`src/core/nwt_pkg.sv`:
```
`default_nettype none
package nwt_pkg;

    // Register offsets, byte addresses in the control space
    localparam logic [11:0] OFS_W2_TBASE  = 12'h008;
    localparam logic [11:0] OFS_W2_SETUP  = 12'h00C;
    localparam logic [11:0] OFS_W3_TBASE  = 12'h010;
    localparam logic [11:0] OFS_W3_SETUP  = 12'h014;

    // Window and port counts and per-bit layout
    localparam int          WIN_COUNT     = 2;
    localparam int          PORT_COUNT    = 2;
    localparam int          TBASE_LSB     = 12;
    localparam int          TBASE_W       = 20;
    localparam int          SIZE_LSB      = 12;
    localparam int          SIZE_W        = 19;
    localparam int          ENABLE_BIT    = 31;
    localparam int          PREF_BIT      = 3;
    localparam int          ATYPE_LSB     = 1;
    localparam int          TYPE_SEL_BIT  = 0;

    // Reset values and field encodings
    localparam logic [19:0] TBASE_RESET   = 20'h00000;
    localparam logic [18:0] SIZE_RESET    = 19'h00000;
    localparam logic [1:0]  ATYPE_32      = 2'h0;
    localparam logic [1:0]  ATYPE_64      = 2'h1;
    localparam logic        TYPE_MEMORY   = 1'h0;
    localparam logic [7:0]  SETUP_RSVD    = 8'h00;
    localparam logic [11:0] TBASE_RSVD    = 12'h000;
    localparam logic [31:0] READ_ZERO     = 32'h00000000;

    // Register selector, one-hot order
    localparam int          SEL_W2_TBASE  = 0;
    localparam int          SEL_W2_SETUP  = 1;
    localparam int          SEL_W3_TBASE  = 2;
    localparam int          SEL_W3_SETUP  = 3;

    typedef struct packed {
        logic        enable;
        logic [18:0] size;
        logic        prefetch;
        logic [1:0]  addrType;
    } nwt_setup_s;

    typedef struct packed {
        logic        valid;
        logic        write;
        logic [11:0] addr;
        logic [31:0] wdata;
        logic [3:0]  byteEn;
    } nwt_req_s;

    typedef struct packed {
        logic        ack;
        logic [31:0] rdata;
    } nwt_rsp_s;

    typedef struct packed {
        logic        valid;
        logic        win;
        logic [31:0] addr;
    } nwt_xreq_s;

    typedef struct packed {
        logic        valid;
        logic        hit;
        logic        prefetch;
        logic [1:0]  addrType;
        logic [31:0] addr;
    } nwt_xrsp_s;

    typedef struct packed {
        logic        enable;
        logic        prefetch;
        logic [1:0]  addrType;
        logic [19:0] writeMask;
    } nwt_bar_s;

endpackage
`default_nettype wire

```
`src/core/nwt_window.sv`:
```
`timescale 1ns/1ps
`default_nettype none

module nwt_window (
    input  wire logic               sys_clk,
    input  wire logic               reset,
    input  wire logic [3:0]         tbWrMask,
    input  wire logic [31:0]        tbWrData,
    input  wire logic               initLoad,
    input  wire logic [31:0]        initWord,
    output var  logic [19:0]        tbaseQ,
    output var  nwt_pkg::nwt_setup_s setupQ
);

    // Translated base, one flop per bit, byte-lane write
    genvar b;
    generate
        for (b = 0; b < nwt_pkg::TBASE_W; b++) begin : g_tb
            always_ff @(posedge sys_clk or posedge reset) begin
                if (reset) begin
                    tbaseQ[b] <= 1'h0;
                end else if (tbWrMask[(b + nwt_pkg::TBASE_LSB) / 8]) begin
                    tbaseQ[b] <= tbWrData[b + nwt_pkg::TBASE_LSB];
                end
            end
        end
    endgenerate

    // RL10: init path only
    always_ff @(posedge sys_clk or posedge reset) begin
        if (reset) begin
            setupQ.enable   <= 1'h0;
            setupQ.size     <= nwt_pkg::SIZE_RESET;
            setupQ.prefetch <= 1'h0;
            setupQ.addrType <= nwt_pkg::ATYPE_32;
        end else if (initLoad) begin
            setupQ.enable   <= initWord[nwt_pkg::ENABLE_BIT];
            setupQ.size     <= initWord[nwt_pkg::SIZE_LSB +: nwt_pkg::SIZE_W];
            setupQ.prefetch <= initWord[nwt_pkg::PREF_BIT];
            setupQ.addrType <= initWord[nwt_pkg::ATYPE_LSB +: 2];
        end
    end

endmodule

`default_nettype wire

```
`src/core/nwt_addr_xlat.sv`:
```
`timescale 1ns/1ps
`default_nettype none

module nwt_addr_xlat (
    input  wire logic                addrIn,
    input  wire logic [31:0]         reqAddr,
    input  wire logic [19:0]         tbase,
    input  wire nwt_pkg::nwt_setup_s setup,
    output logic                     hit,
    output logic [31:0]              outAddr
);

    logic [31:0] mask;

    // RL4: sized bits only
    assign mask = {1'h1, setup.size, nwt_pkg::TBASE_RSVD};

    // RL8: disabled window
    assign hit = addrIn & setup.enable;

    // RL9: replace sized bits
    assign outAddr = hit
        ? ((reqAddr & ~mask) | ({tbase, nwt_pkg::TBASE_RSVD} & mask))
        : reqAddr;

endmodule

`default_nettype wire

```
`src/core/nwt_window_regs.sv`:
```
`timescale 1ns/1ps
`default_nettype none

// Functional notes
// RL1: Read and write requests from either the primary or secondary port reach all window registers.
// RL2: Window 2 holds a writable translated base in bits 31:12 that resets to zero.
// RL3: Window 3 holds a writable translated base in bits 31:12 that resets to zero.
// RL4: Only the sized base bits are used, and bits 11:0 of each base read zero.
// RL5: Bit 0 of each setup word always reads zero for memory space.
// RL6: Setup bits 2:1 give 00 for 32-bit or 01 for 64-bit, reset 00, not bus writable.
// RL7: Each setup bit 30:12 at one makes the matching window base bit writable; the code leaves every base bit writable and only drives barCtrl writeMask.
// RL8: Setup bit 31 enables the window, resets to zero so both start disabled.
// RL9: A hit on an enabled window swaps sized bits for base bits and keeps the offset.
// RL10: Setup fields ignore bus writes and load only through the init path.

module nwt_window_regs (
    input  wire logic                  sys_clk,
    input  wire logic                  reset,
    input  wire nwt_pkg::nwt_req_s     priReq,
    input  wire nwt_pkg::nwt_req_s     secReq,
    input  wire logic                  initLoad,
    input  wire logic                  initWin,
    input  wire logic [31:0]           initWord,
    input  wire nwt_pkg::nwt_xreq_s    xlatReq,
    output var  nwt_pkg::nwt_rsp_s     priRsp,
    output var  nwt_pkg::nwt_rsp_s     secRsp,
    output var  nwt_pkg::nwt_xrsp_s    xlatRsp,
    output var  nwt_pkg::nwt_bar_s [1:0] barCtrl
);

    localparam int NP = nwt_pkg::PORT_COUNT;
    localparam int NW = nwt_pkg::WIN_COUNT;

    nwt_pkg::nwt_req_s   req      [NP];
    logic [3:0]          selOne   [NP];
    logic [31:0]         rdWord   [NP];
    nwt_pkg::nwt_rsp_s   rspQ     [NP];

    logic [3:0]          tbMask   [NW][NP];
    logic [3:0]          tbWrMask [NW];
    logic [31:0]         tbWrData [NW];
    logic [19:0]         tbaseQ   [NW];
    nwt_pkg::nwt_setup_s setupQ   [NW];
    logic [NW-1:0]       winInit;

    logic [31:0]         xAddr    [NW];
    logic [NW-1:0]       xHit;
    nwt_pkg::nwt_xrsp_s  xlatD;
    nwt_pkg::nwt_xrsp_s  xlatQ;

    assign req[0] = priReq;
    assign req[1] = secReq;

    // RL5: memory type zero
    function automatic logic [31:0] setupWord(
        input nwt_pkg::nwt_setup_s s
    );
        setupWord = {s.enable, s.size, nwt_pkg::SETUP_RSVD,
                     s.prefetch, s.addrType, nwt_pkg::TYPE_MEMORY};
    endfunction

    // Translated base as seen on a read
    function automatic logic [31:0] tbaseWord(
        input logic [19:0] t
    );
        tbaseWord = {t, nwt_pkg::TBASE_RSVD};
    endfunction

    genvar p;
    genvar w;

    // RL1: decode per port
    generate
        for (p = 0; p < NP; p++) begin : g_port
            always_comb begin
                selOne[p] = 4'h0;
                if (req[p].valid) begin
                    case (req[p].addr)
                        nwt_pkg::OFS_W2_TBASE: begin
                            selOne[p][nwt_pkg::SEL_W2_TBASE] = 1'h1;
                        end
                        nwt_pkg::OFS_W2_SETUP: begin
                            selOne[p][nwt_pkg::SEL_W2_SETUP] = 1'h1;
                        end
                        nwt_pkg::OFS_W3_TBASE: begin
                            selOne[p][nwt_pkg::SEL_W3_TBASE] = 1'h1;
                        end
                        nwt_pkg::OFS_W3_SETUP: begin
                            selOne[p][nwt_pkg::SEL_W3_SETUP] = 1'h1;
                        end
                        default: begin
                            selOne[p] = 4'h0;
                        end
                    endcase
                end
            end

            // RL4: reserved bits read zero
            always_comb begin
                rdWord[p] = nwt_pkg::READ_ZERO;
                if (selOne[p][nwt_pkg::SEL_W2_TBASE]) begin
                    rdWord[p] = tbaseWord(tbaseQ[0]);
                end else if (selOne[p][nwt_pkg::SEL_W2_SETUP]) begin
                    rdWord[p] = setupWord(setupQ[0]);
                end else if (selOne[p][nwt_pkg::SEL_W3_TBASE]) begin
                    rdWord[p] = tbaseWord(tbaseQ[1]);
                end else if (selOne[p][nwt_pkg::SEL_W3_SETUP]) begin
                    rdWord[p] = setupWord(setupQ[1]);
                end
            end

            // Write lanes per window from this port
            always_comb begin
                tbMask[0][p] = 4'h0;
                tbMask[1][p] = 4'h0;
                if (req[p].write) begin
                    if (selOne[p][nwt_pkg::SEL_W2_TBASE]) begin
                        tbMask[0][p] = req[p].byteEn;
                    end
                    if (selOne[p][nwt_pkg::SEL_W3_TBASE]) begin
                        tbMask[1][p] = req[p].byteEn;
                    end
                end
            end

            // Answer one cycle after the request
            always_ff @(posedge sys_clk or posedge reset) begin
                if (reset) begin
                    rspQ[p].ack <= 1'h0;
                end else begin
                    rspQ[p].ack <= req[p].valid;
                end
            end

            // Read data held until next read
            always_ff @(posedge sys_clk or posedge reset) begin
                if (reset) begin
                    rspQ[p].rdata <= nwt_pkg::READ_ZERO;
                end else if (req[p].valid && !req[p].write) begin
                    rspQ[p].rdata <= rdWord[p];
                end
            end
        end
    endgenerate

    assign priRsp = rspQ[0];
    assign secRsp = rspQ[1];

    // Primary port wins a shared byte lane
    generate
        for (w = 0; w < NW; w++) begin : g_merge
            always_comb begin
                tbWrMask[w] = tbMask[w][0] | tbMask[w][1];
                for (int k = 0; k < 4; k++) begin
                    if (tbMask[w][0][k]) begin
                        tbWrData[w][k*8 +: 8] = req[0].wdata[k*8 +: 8];
                    end else begin
                        tbWrData[w][k*8 +: 8] = req[1].wdata[k*8 +: 8];
                    end
                end
            end
        end
    endgenerate

    // RL10: init path selects window
    assign winInit[0] = initLoad & ~initWin;
    assign winInit[1] = initLoad & initWin;

    // RL2: window 2 registers
    nwt_window u_win2 (
        .sys_clk  (sys_clk),
        .reset    (reset),
        .tbWrMask (tbWrMask[0]),
        .tbWrData (tbWrData[0]),
        .initLoad (winInit[0]),
        .initWord (initWord),
        .tbaseQ   (tbaseQ[0]),
        .setupQ   (setupQ[0])
    );

    // RL3: window 3 registers
    nwt_window u_win3 (
        .sys_clk  (sys_clk),
        .reset    (reset),
        .tbWrMask (tbWrMask[1]),
        .tbWrData (tbWrData[1]),
        .initLoad (winInit[1]),
        .initWord (initWord),
        .tbaseQ   (tbaseQ[1]),
        .setupQ   (setupQ[1])
    );

    // RL9: translators per window
    generate
        for (w = 0; w < NW; w++) begin : g_xlat
            nwt_addr_xlat u_xlat (
                .addrIn  (xlatReq.valid),
                .reqAddr (xlatReq.addr),
                .tbase   (tbaseQ[w]),
                .setup   (setupQ[w]),
                .hit     (xHit[w]),
                .outAddr (xAddr[w])
            );

            // RL7: size bits out as writeMask, base bits not gated
            // RL8: enable and attributes out
            assign barCtrl[w] = '{
                enable:    setupQ[w].enable,
                prefetch:  setupQ[w].prefetch,
                addrType:  setupQ[w].addrType,
                writeMask: {1'h1, setupQ[w].size}
            };
        end
    endgenerate

    // RL9: pick window of request
    always_comb begin
        xlatD.valid = xlatReq.valid;
        // RL6: address type reported
        case (xlatReq.win)
            1'h0: begin
                xlatD.hit      = xHit[0];
                xlatD.prefetch = setupQ[0].prefetch;
                xlatD.addrType = setupQ[0].addrType;
                xlatD.addr     = xAddr[0];
            end
            1'h1: begin
                xlatD.hit      = xHit[1];
                xlatD.prefetch = setupQ[1].prefetch;
                xlatD.addrType = setupQ[1].addrType;
                xlatD.addr     = xAddr[1];
            end
            default: begin
                xlatD.hit      = 1'h0;
                xlatD.prefetch = 1'h0;
                xlatD.addrType = nwt_pkg::ATYPE_32;
                xlatD.addr     = xlatReq.addr;
            end
        endcase
    end

    // Translation answer pulse
    always_ff @(posedge sys_clk or posedge reset) begin
        if (reset) begin
            xlatQ.valid <= 1'h0;
        end else begin
            xlatQ.valid <= xlatD.valid;
        end
    end

    // Result held until next request
    always_ff @(posedge sys_clk or posedge reset) begin
        if (reset) begin
            xlatQ.hit      <= 1'h0;
            xlatQ.prefetch <= 1'h0;
            xlatQ.addrType <= nwt_pkg::ATYPE_32;
            xlatQ.addr     <= nwt_pkg::READ_ZERO;
        end else if (xlatD.valid) begin
            xlatQ.hit      <= xlatD.hit;
            xlatQ.prefetch <= xlatD.prefetch;
            xlatQ.addrType <= xlatD.addrType;
            xlatQ.addr     <= xlatD.addr;
        end
    end

    assign xlatRsp = xlatQ;

endmodule

`default_nettype wire

```
`config.mk`:
```
export PLATFORM = sky130hd
export DESIGN_NAME = nwt_window_regs
export DESIGN_NICKNAME = d
export VERILOG_FILES = /design/src/core/nwt_pkg.sv /design/src/core/nwt_window.sv /design/src/core/nwt_addr_xlat.sv /design/src/core/nwt_window_regs.sv
export SDC_FILE = /design/constraint.sdc
export NUM_CORES = 1
export LEC_CHECK = 0
export ABC_AREA = 1
export BUFFER_PORTS_ARGS = -buffer_cell sky130_fd_sc_hd__buf_2
export CAP_MARGIN = 20
export CORE_UTILIZATION = 47
export DETAILED_ROUTE_END_ITERATION = 6
export PLACE_DENSITY = 0.78
export SYNTH_ARGS = -nofsm -noshare
export SYNTH_HDL_FRONTEND = slang
export SYNTH_SLANG_ARGS = --single-unit
```
`constraint.sdc`:
```
create_clock -name sys_clk -period 5.45 [get_ports sys_clk]
set_input_delay 0.8175 -clock sys_clk [delete_from_list [all_inputs] [get_ports sys_clk]]
set_output_delay 0.8175 -clock sys_clk [all_outputs]
set_load 0.02 [all_outputs]
```
Word level (Yosys, flattened, before mapping) --
Index checks and enable logic that the tools add are counted.
Storage, ports and cells: flip-flop bits (word level) 189, bits in latches 0, RAM bits 0, ROM bits 0, bits of input ports 170, output and inout port bits 151, logic and storage cells 120, memories kept 0
Cells by class: $add $sub $neg 0, $mul 0, div/mod/pow operators 0, $lt $le $gt $ge 0, equal/unequal tests 8, shift-type cells 0, muxes and demuxes 35, bitwise gates (word level) 16, reductions and logical operators 4
Operators by type and width (number):
- $mux 32 | 10
- $and 32x32->32 | 4
- $pmux 36 s2 | 1
- $not 32->32 | 2
- $or 32x32->32 | 2
- $eq 12x4->1 const B | 4
- $eq 12x5->1 const B | 4
- $mux 8 | 6
- $mux 4 | 10
- $mux 1 | 8
- $or 4x4->4 | 2
- $and 1x1->1 | 4
- $logic_and 1x1->1 | 2
- $logic_not 1->1 | 2
- $not 1->1 | 2

Depth between registers and ports, before layout --
depth in word-level cells 7, gate-level depth with buffers 10, depth with buffers taken out 9

Modules after synthesis --
Synthesis repeated with hierarchy kept, for this count alone.
Unflattened totals: cell total of the unflattened synthesis 1809, area, all modules 11451.0 um2
Modules (own cells, without submodules):
- nwt_window_regs | times used 1, cells each 1135, area each 6906.6 um2, seq. area each 2127.0 um2
- nwt_window | times used 2, cells each 183, area each 1626.6 um2, seq. area each 1076.0 um2
- nwt_addr_xlat | times used 2, cells each 154, area each 645.6 um2, seq. area each 0.0 um2

Worst setup path after synthesis --
OpenSTA, ideal clock, no wires.
kind input to register, start point input port secReq[45] (netlist name), end point register rspQ (netlist bit secRsp[12]), setup time 116 ps, arrival time 1759 ps, data required time 5334 ps, path slack 3575 ps, cell stages on the path 9, path buffers 1, path through nor2_1 nand2_1 nor2_4 nand2_1 nand2_1 buf_2 nor2_1 nand2_1 nand2_1
Between the ends: word-level cells in the longest chain between the ends 7, elaborated cells between the ends (all ways) 13, classes of those cells eq/ne: 4; mux: 9
Ends and longest elaborated chain:
- start: declaration | RTL line nwt_window_regs.sv:20 | input wire nwt_pkg::nwt_req_s secReq,
- $eq 12x5->1 | RTL line nwt_window_regs.sv:78 | case (req[p].addr)
- $mux 1 | RTL line nwt_window_regs.sv:78
- $mux 4 (*) | RTL line nwt_window_regs.sv:77 | if (req[p].valid) begin
- $mux 32 | RTL line nwt_window_regs.sv:107 | end else if (selOne[p][nwt_pkg::SEL_W3_SETUP]) begin
- $mux 32 | RTL line nwt_window_regs.sv:105 | end else if (selOne[p][nwt_pkg::SEL_W3_TBASE]) begin
- $mux 32 | RTL line nwt_window_regs.sv:103 | end else if (selOne[p][nwt_pkg::SEL_W2_SETUP]) begin
- $mux 32 (*) | RTL line nwt_window_regs.sv:101 | if (selOne[p][nwt_pkg::SEL_W2_TBASE]) begin
- end: declaration | RTL line nwt_window_regs.sv:37 | nwt_pkg::nwt_rsp_s rspQ [NP];
Every way passes the cells marked *; elsewhere a longest branch is shown, timed or not. A chain may end at the register's enable or synchronous reset.

Worst setup path after layout --
start point input port priReq[37] (netlist name), end point register u_win3.tbaseQ[15]
Between the ends: word-level cells in the longest chain between the ends 6, elaborated cells between the ends (all ways) 7, classes of those cells eq/ne: 1; mux: 5; bitwise: 1
Ends and longest elaborated chain:
- start: declaration | RTL line nwt_window_regs.sv:19 | input wire nwt_pkg::nwt_req_s priReq,
- $eq 12x5->1 (*) | RTL line nwt_window_regs.sv:78
- $mux 1 (*) | RTL line nwt_window_regs.sv:78
- $mux 4 (*) | RTL line nwt_window_regs.sv:77
- $mux 4 (*) | RTL line nwt_window_regs.sv:120 | if (selOne[p][nwt_pkg::SEL_W3_TBASE]) begin
- $mux 4 (*) | RTL line nwt_window_regs.sv:116 | if (req[p].write) begin
- $mux 8 or $or 4x4->4 (tied branches) | RTL line nwt_window_regs.sv:155, nwt_window_regs.sv:153
- end signal: indexed assignment | RTL line nwt_window.sv:23 | tbaseQ[b] <= tbWrData[b + nwt_pkg::TBASE_LSB];
- end: declaration | RTL line nwt_window.sv:11 | output var logic [19:0] tbaseQ,
Marks and branches as above.

==> impl_results.rst <==
.. list-table::
   :header-rows: 1

   * - Metric
     - Value
   * - Global Route met3 Usage
     - between 6 and 7%
   * - Final worst-path cycle share
     - between 50% and 60%
   * - Number of enable-type register cells in the synthesized netlist
     - 0
   * - Unrepaired setup endpoints after global routing
     - false
   * - Signed area change from the synthesized netlist to the final layout
     - 20.7%
   * - Number of antenna-violating nets in the routed design
     - 0
   * - Number of fill cells in the layout
     - a little under 2000
   * - Remaining Overflow, GRT
     - 0
   * - Cell taking the most area after synthesis
     - sky130_fd_sc_hd__dfrtp_1
   * - Avg Inst Size Synth
     - around 7.0 sq um
   * - GR Util met2
     - about half
   * - Async set-reset flop share out of synthesis
     - between 90% and 100%
   * - Ratio of cells with drive above 1 in the final layout
     - a little over a fifth
   * - Drt drc
     - 0
   * - Number of buffers inserted by post-CTS setup repair
     - 0
   * - Final weighted congestion in routability-driven placement
     - approximately 0.94
   * - # H-tree levels
     - 4
   * - Setup tns final
     - 0 ns
   * - DR WL/cell
     - between 15 and 20 microns
   * - Detailed placer's ending HPWL
     - between 20 and 25 mm
   * - Cell types with the largest area share after synthesis
     - sky130_fd_sc_hd__dfrtp_1, sky130_fd_sc_hd__nand2_1, sky130_fd_sc_hd__nand3_1
   * - Initial core utilization
     - a little under half
   * - Outcome
     - complete, no violations
   * - Post-DR vias/cell
     - around 5.5
   * - Total standard cell area after synthesis
     - a little over 10000 sq um
   * - Total CTS buffers
     - 17
   * - Top flip-flop cell by instance count after synthesis
     - sky130_fd_sc_hd__dfrtp_1
   * - Starting DRT DRC Count
     - around 910
   * - Initial antenna violation count
     - 3
   * - CP arrival
     - between 3 and 4 ns
   * - Count of hold-fix buffers inserted at cts
     - 0
   * - Synthesis Warnings
     - 0
   * - Number of iterations in the first detailed-routing pass
     - 6
   * - Cell count after synthesis
     - between 1000 and 1500
   * - Worst-case vdd ir drop
     - roughly 190 uV
   * - Most frequent cell after synthesis
     - sky130_fd_sc_hd__nand2_1
   * - Seq cells post-synth
     - approximately 170
   * - Maximum fanout along the worst path
     - 19
   * - Launching element type of the critical path
     - input port
   * - Data required, critical path
     - around 5.8 ns
   * - # clock sinks
     - roughly 170
   * - Ports placed on the boundary
     - ~320
   * - Area of the core
     - 21000 sq um
   * - Number of failing setup endpoints in the final timing report
     - 0
   * - TritonCTS clock tree
     - yes
   * - PD cells
     - 273 nW/um^2
   * - Cell chosen for the clock root
     - sky130_fd_sc_hd__clkbuf_16
   * - Maximum number of pins on one net before global-route repair
     - 112
   * - Maximum buffer depth of the clock tree
     - 2
   * - Most frequent cells after synthesis
     - sky130_fd_sc_hd__nand2_1, sky130_fd_sc_hd__nand3_1, sky130_fd_sc_hd__dfrtp_1
   * - Die Footprint
     - 22000 sq um
   * - Type of the worst min-delay path
     - input port to asynchronous set/reset pin
   * - Max-slew headroom at the worst pin
     - between 20% and 30%
   * - Number of max-cap violations
     - 0
   * - Distinct cell type count of the synthesized netlist
     - 31
   * - Routed wire length
     - between 30 and 40 mm
   * - Global route hottest layer
     - met2
   * - Leakage
     - around 0.0067 uW
   * - Die span in x
     - 148 microns
   * - Share of the synthesized area in the top cell type
     - 42.5%
   * - Clk pin slew, worst setup/hold paths
     - ~0.07 ns
   * - Buffers on Ports
     - 265
   * - Critical Setup Path Class
     - input port to flop
   * - Largest clock skew in the final design
     - between 0.01 and 0.015 ns
   * - Slew at the pin with the worst max-slew slack
     - around 1.1 ns
   * - Net count, final
     - between 1500 and 2000
   * - Insertion delay to the later sink of the worst-skew pair
     - 0.43 ns
   * - Min Hold Slack
     - roughly 0.37 ns
   * - Std-Cell Rows
     - 53
   * - Highest clock rate
     - 0.338 GHz
   * - Resized cells post-CTS
     - 0
   * - Nature of the critical path endpoint
     - flop
   * - Final critical path time including I/O delays and setup
     - 2.96 ns
   * - Final hold violations
     - 0
   * - All-Layer GR Usage
     - between 30% and 40%
   * - Detailed-route via count
     - 10800
   * - Final max-slew violation count
     - 0
   * - Number of global-route vias before repair
     - slightly above 10000
   * - DIE HEIGHT
     - 148 microns
   * - Global-route wire length before repair
     - about 53 mm
   * - Post-synthesis sequential area ratio
     - 42.5%
   * - Global routing usage on met1
     - 39.2%
[layer usage]
metal | vias to the layer above | part of all wire, %
met5 | - | 0
met2 | 617 | 47
met1 | 5030 | 39
met3 | 83 | 9.4
met4 | 0 | 4.2
li1 | 5059 | -
[per-stage QoR]
step	utilization, %	total power [uW]	area, sq um	setup slack (ns)	instances
2_1_floorplan	-	1750	10100	0.000708	1455
3_3_place_gp	54.4	1960	11400	2.30	1919
3_5_place_dp	54.4	1970	11400	2.15	1919
4_1_cts	57.5	3330	12100	2.57	1951
5_1_grt	57.8	3450	12100	2.33	1955
6_report	57.8	3320	12100	2.49	1956
[where the power goes]
group | switching, uW | leakage [uW] | internal, uW
Combinational | 353 | 0.00420 | 166
Sequential | 88.6 | 0.00223 | 1350
Clock | 529 | 0.000309 | 838
[final cells by class]
type | instances | area, sq um | share of cell area [%]
Clock inverter | 11 | 191 | 1.58
Clock buffer | 21 | 460 | 3.79
Multi-Input combinational cell | 1027 | 4750 | 39.1
Tap cell | 275 | 344 | 2.83
Sequential cell | 171 | 4280 | 35.2
Antenna cell | 3 | 7.51 | 0.0618
Inverter | 167 | 634 | 5.22
Timing Repair Buffer | 281 | 1470 | 12.1
[registers in the layout, indices dropped and copies added, names as in the netlist]
| register | flops |
|---|---|
| priRsp | 24 |
| u_win3.tbaseQ | 20 |
| u_win3.setupQ | 23 |
| u_win2.tbaseQ | 20 |
| xlatRsp | 37 |
| u_win2.setupQ | 23 |
| secRsp | 24 |
[worst max-delay path, stage by stage]
cell                      delay (ns)
sky130_fd_sc_hd__buf_2          0.11
sky130_fd_sc_hd__nor2_4         0.20
sky130_fd_sc_hd__nand3_2        0.13
sky130_fd_sc_hd__nor2_2         0.74
sky130_fd_sc_hd__nand3_1        0.63
sky130_fd_sc_hd__nand2_1        0.41
sky130_fd_sc_hd__inv_2          0.11
sky130_fd_sc_hd__nand2_1        0.08
sky130_fd_sc_hd__nand2_1        0.05
[final timing paths]
kind | from | to | slack [ns] | cells after the start
hold reg to reg | priRsp[1] | priRsp[1] | 0.48 | 2
hold / removal | reset | xlatRsp[26] | 0.37 | 2
setup / recovery | priReq[37] | u_win3.tbaseQ[15] | 2.49 | 9
setup reg to reg | u_win3.setupQ[22] | xlatRsp[15] | 3.23 | 8
min in group sys_clk | priRsp[1] | priRsp[1] | 0.48 | 2
max in group asynchronous | reset | u_win3.tbaseQ[15] | 3.86 | 4
[kinds of logic after synthesis]
group	count (synthesis)	share of synthesized area [%]
simple gates	815	35.4
buf+inv	257	11.1
flops	171	42.5
other cells	2	0.0747
compound gates	180	9.54
mux	12	1.34
[layout by cell type, fill, tap and decap left out, types with 2 or more instances in the layout]
| cell | count |
|---|---|
| sky130_fd_sc_hd__a21oi_1 | 21 |
| sky130_fd_sc_hd__a31oi_1 | 4 |
| sky130_fd_sc_hd__buf_2 | 265 |
| sky130_fd_sc_hd__buf_4 | 14 |
| sky130_fd_sc_hd__bufinv_16 | 5 |
| sky130_fd_sc_hd__clkbuf_1 | 2 |
| sky130_fd_sc_hd__clkbuf_16 | 17 |
| sky130_fd_sc_hd__clkbuf_8 | 2 |
| sky130_fd_sc_hd__clkinv_1 | 3 |
| sky130_fd_sc_hd__clkinv_2 | 2 |
| sky130_fd_sc_hd__clkinvlp_4 | 3 |
| sky130_fd_sc_hd__conb_1 | 20 |
| sky130_fd_sc_hd__dfrtp_1 | 171 |
| sky130_fd_sc_hd__diode_2 | 3 |
| sky130_fd_sc_hd__inv_1 | 153 |
| sky130_fd_sc_hd__inv_2 | 9 |
| sky130_fd_sc_hd__mux2_2 | 12 |
| sky130_fd_sc_hd__nand2_1 | 462 |
| sky130_fd_sc_hd__nand3_1 | 219 |
| sky130_fd_sc_hd__nand3_2 | 3 |
| sky130_fd_sc_hd__nand3b_1 | 20 |
| sky130_fd_sc_hd__nand4_1 | 21 |
| sky130_fd_sc_hd__nor2_1 | 71 |
| sky130_fd_sc_hd__nor2_2 | 9 |
| sky130_fd_sc_hd__nor2_4 | 6 |
| sky130_fd_sc_hd__o211ai_1 | 19 |
| sky130_fd_sc_hd__o21ai_0 | 127 |
| sky130_fd_sc_hd__o21ai_1 | 7 |
No activity file was read; power rests on OpenSTA's default activity.
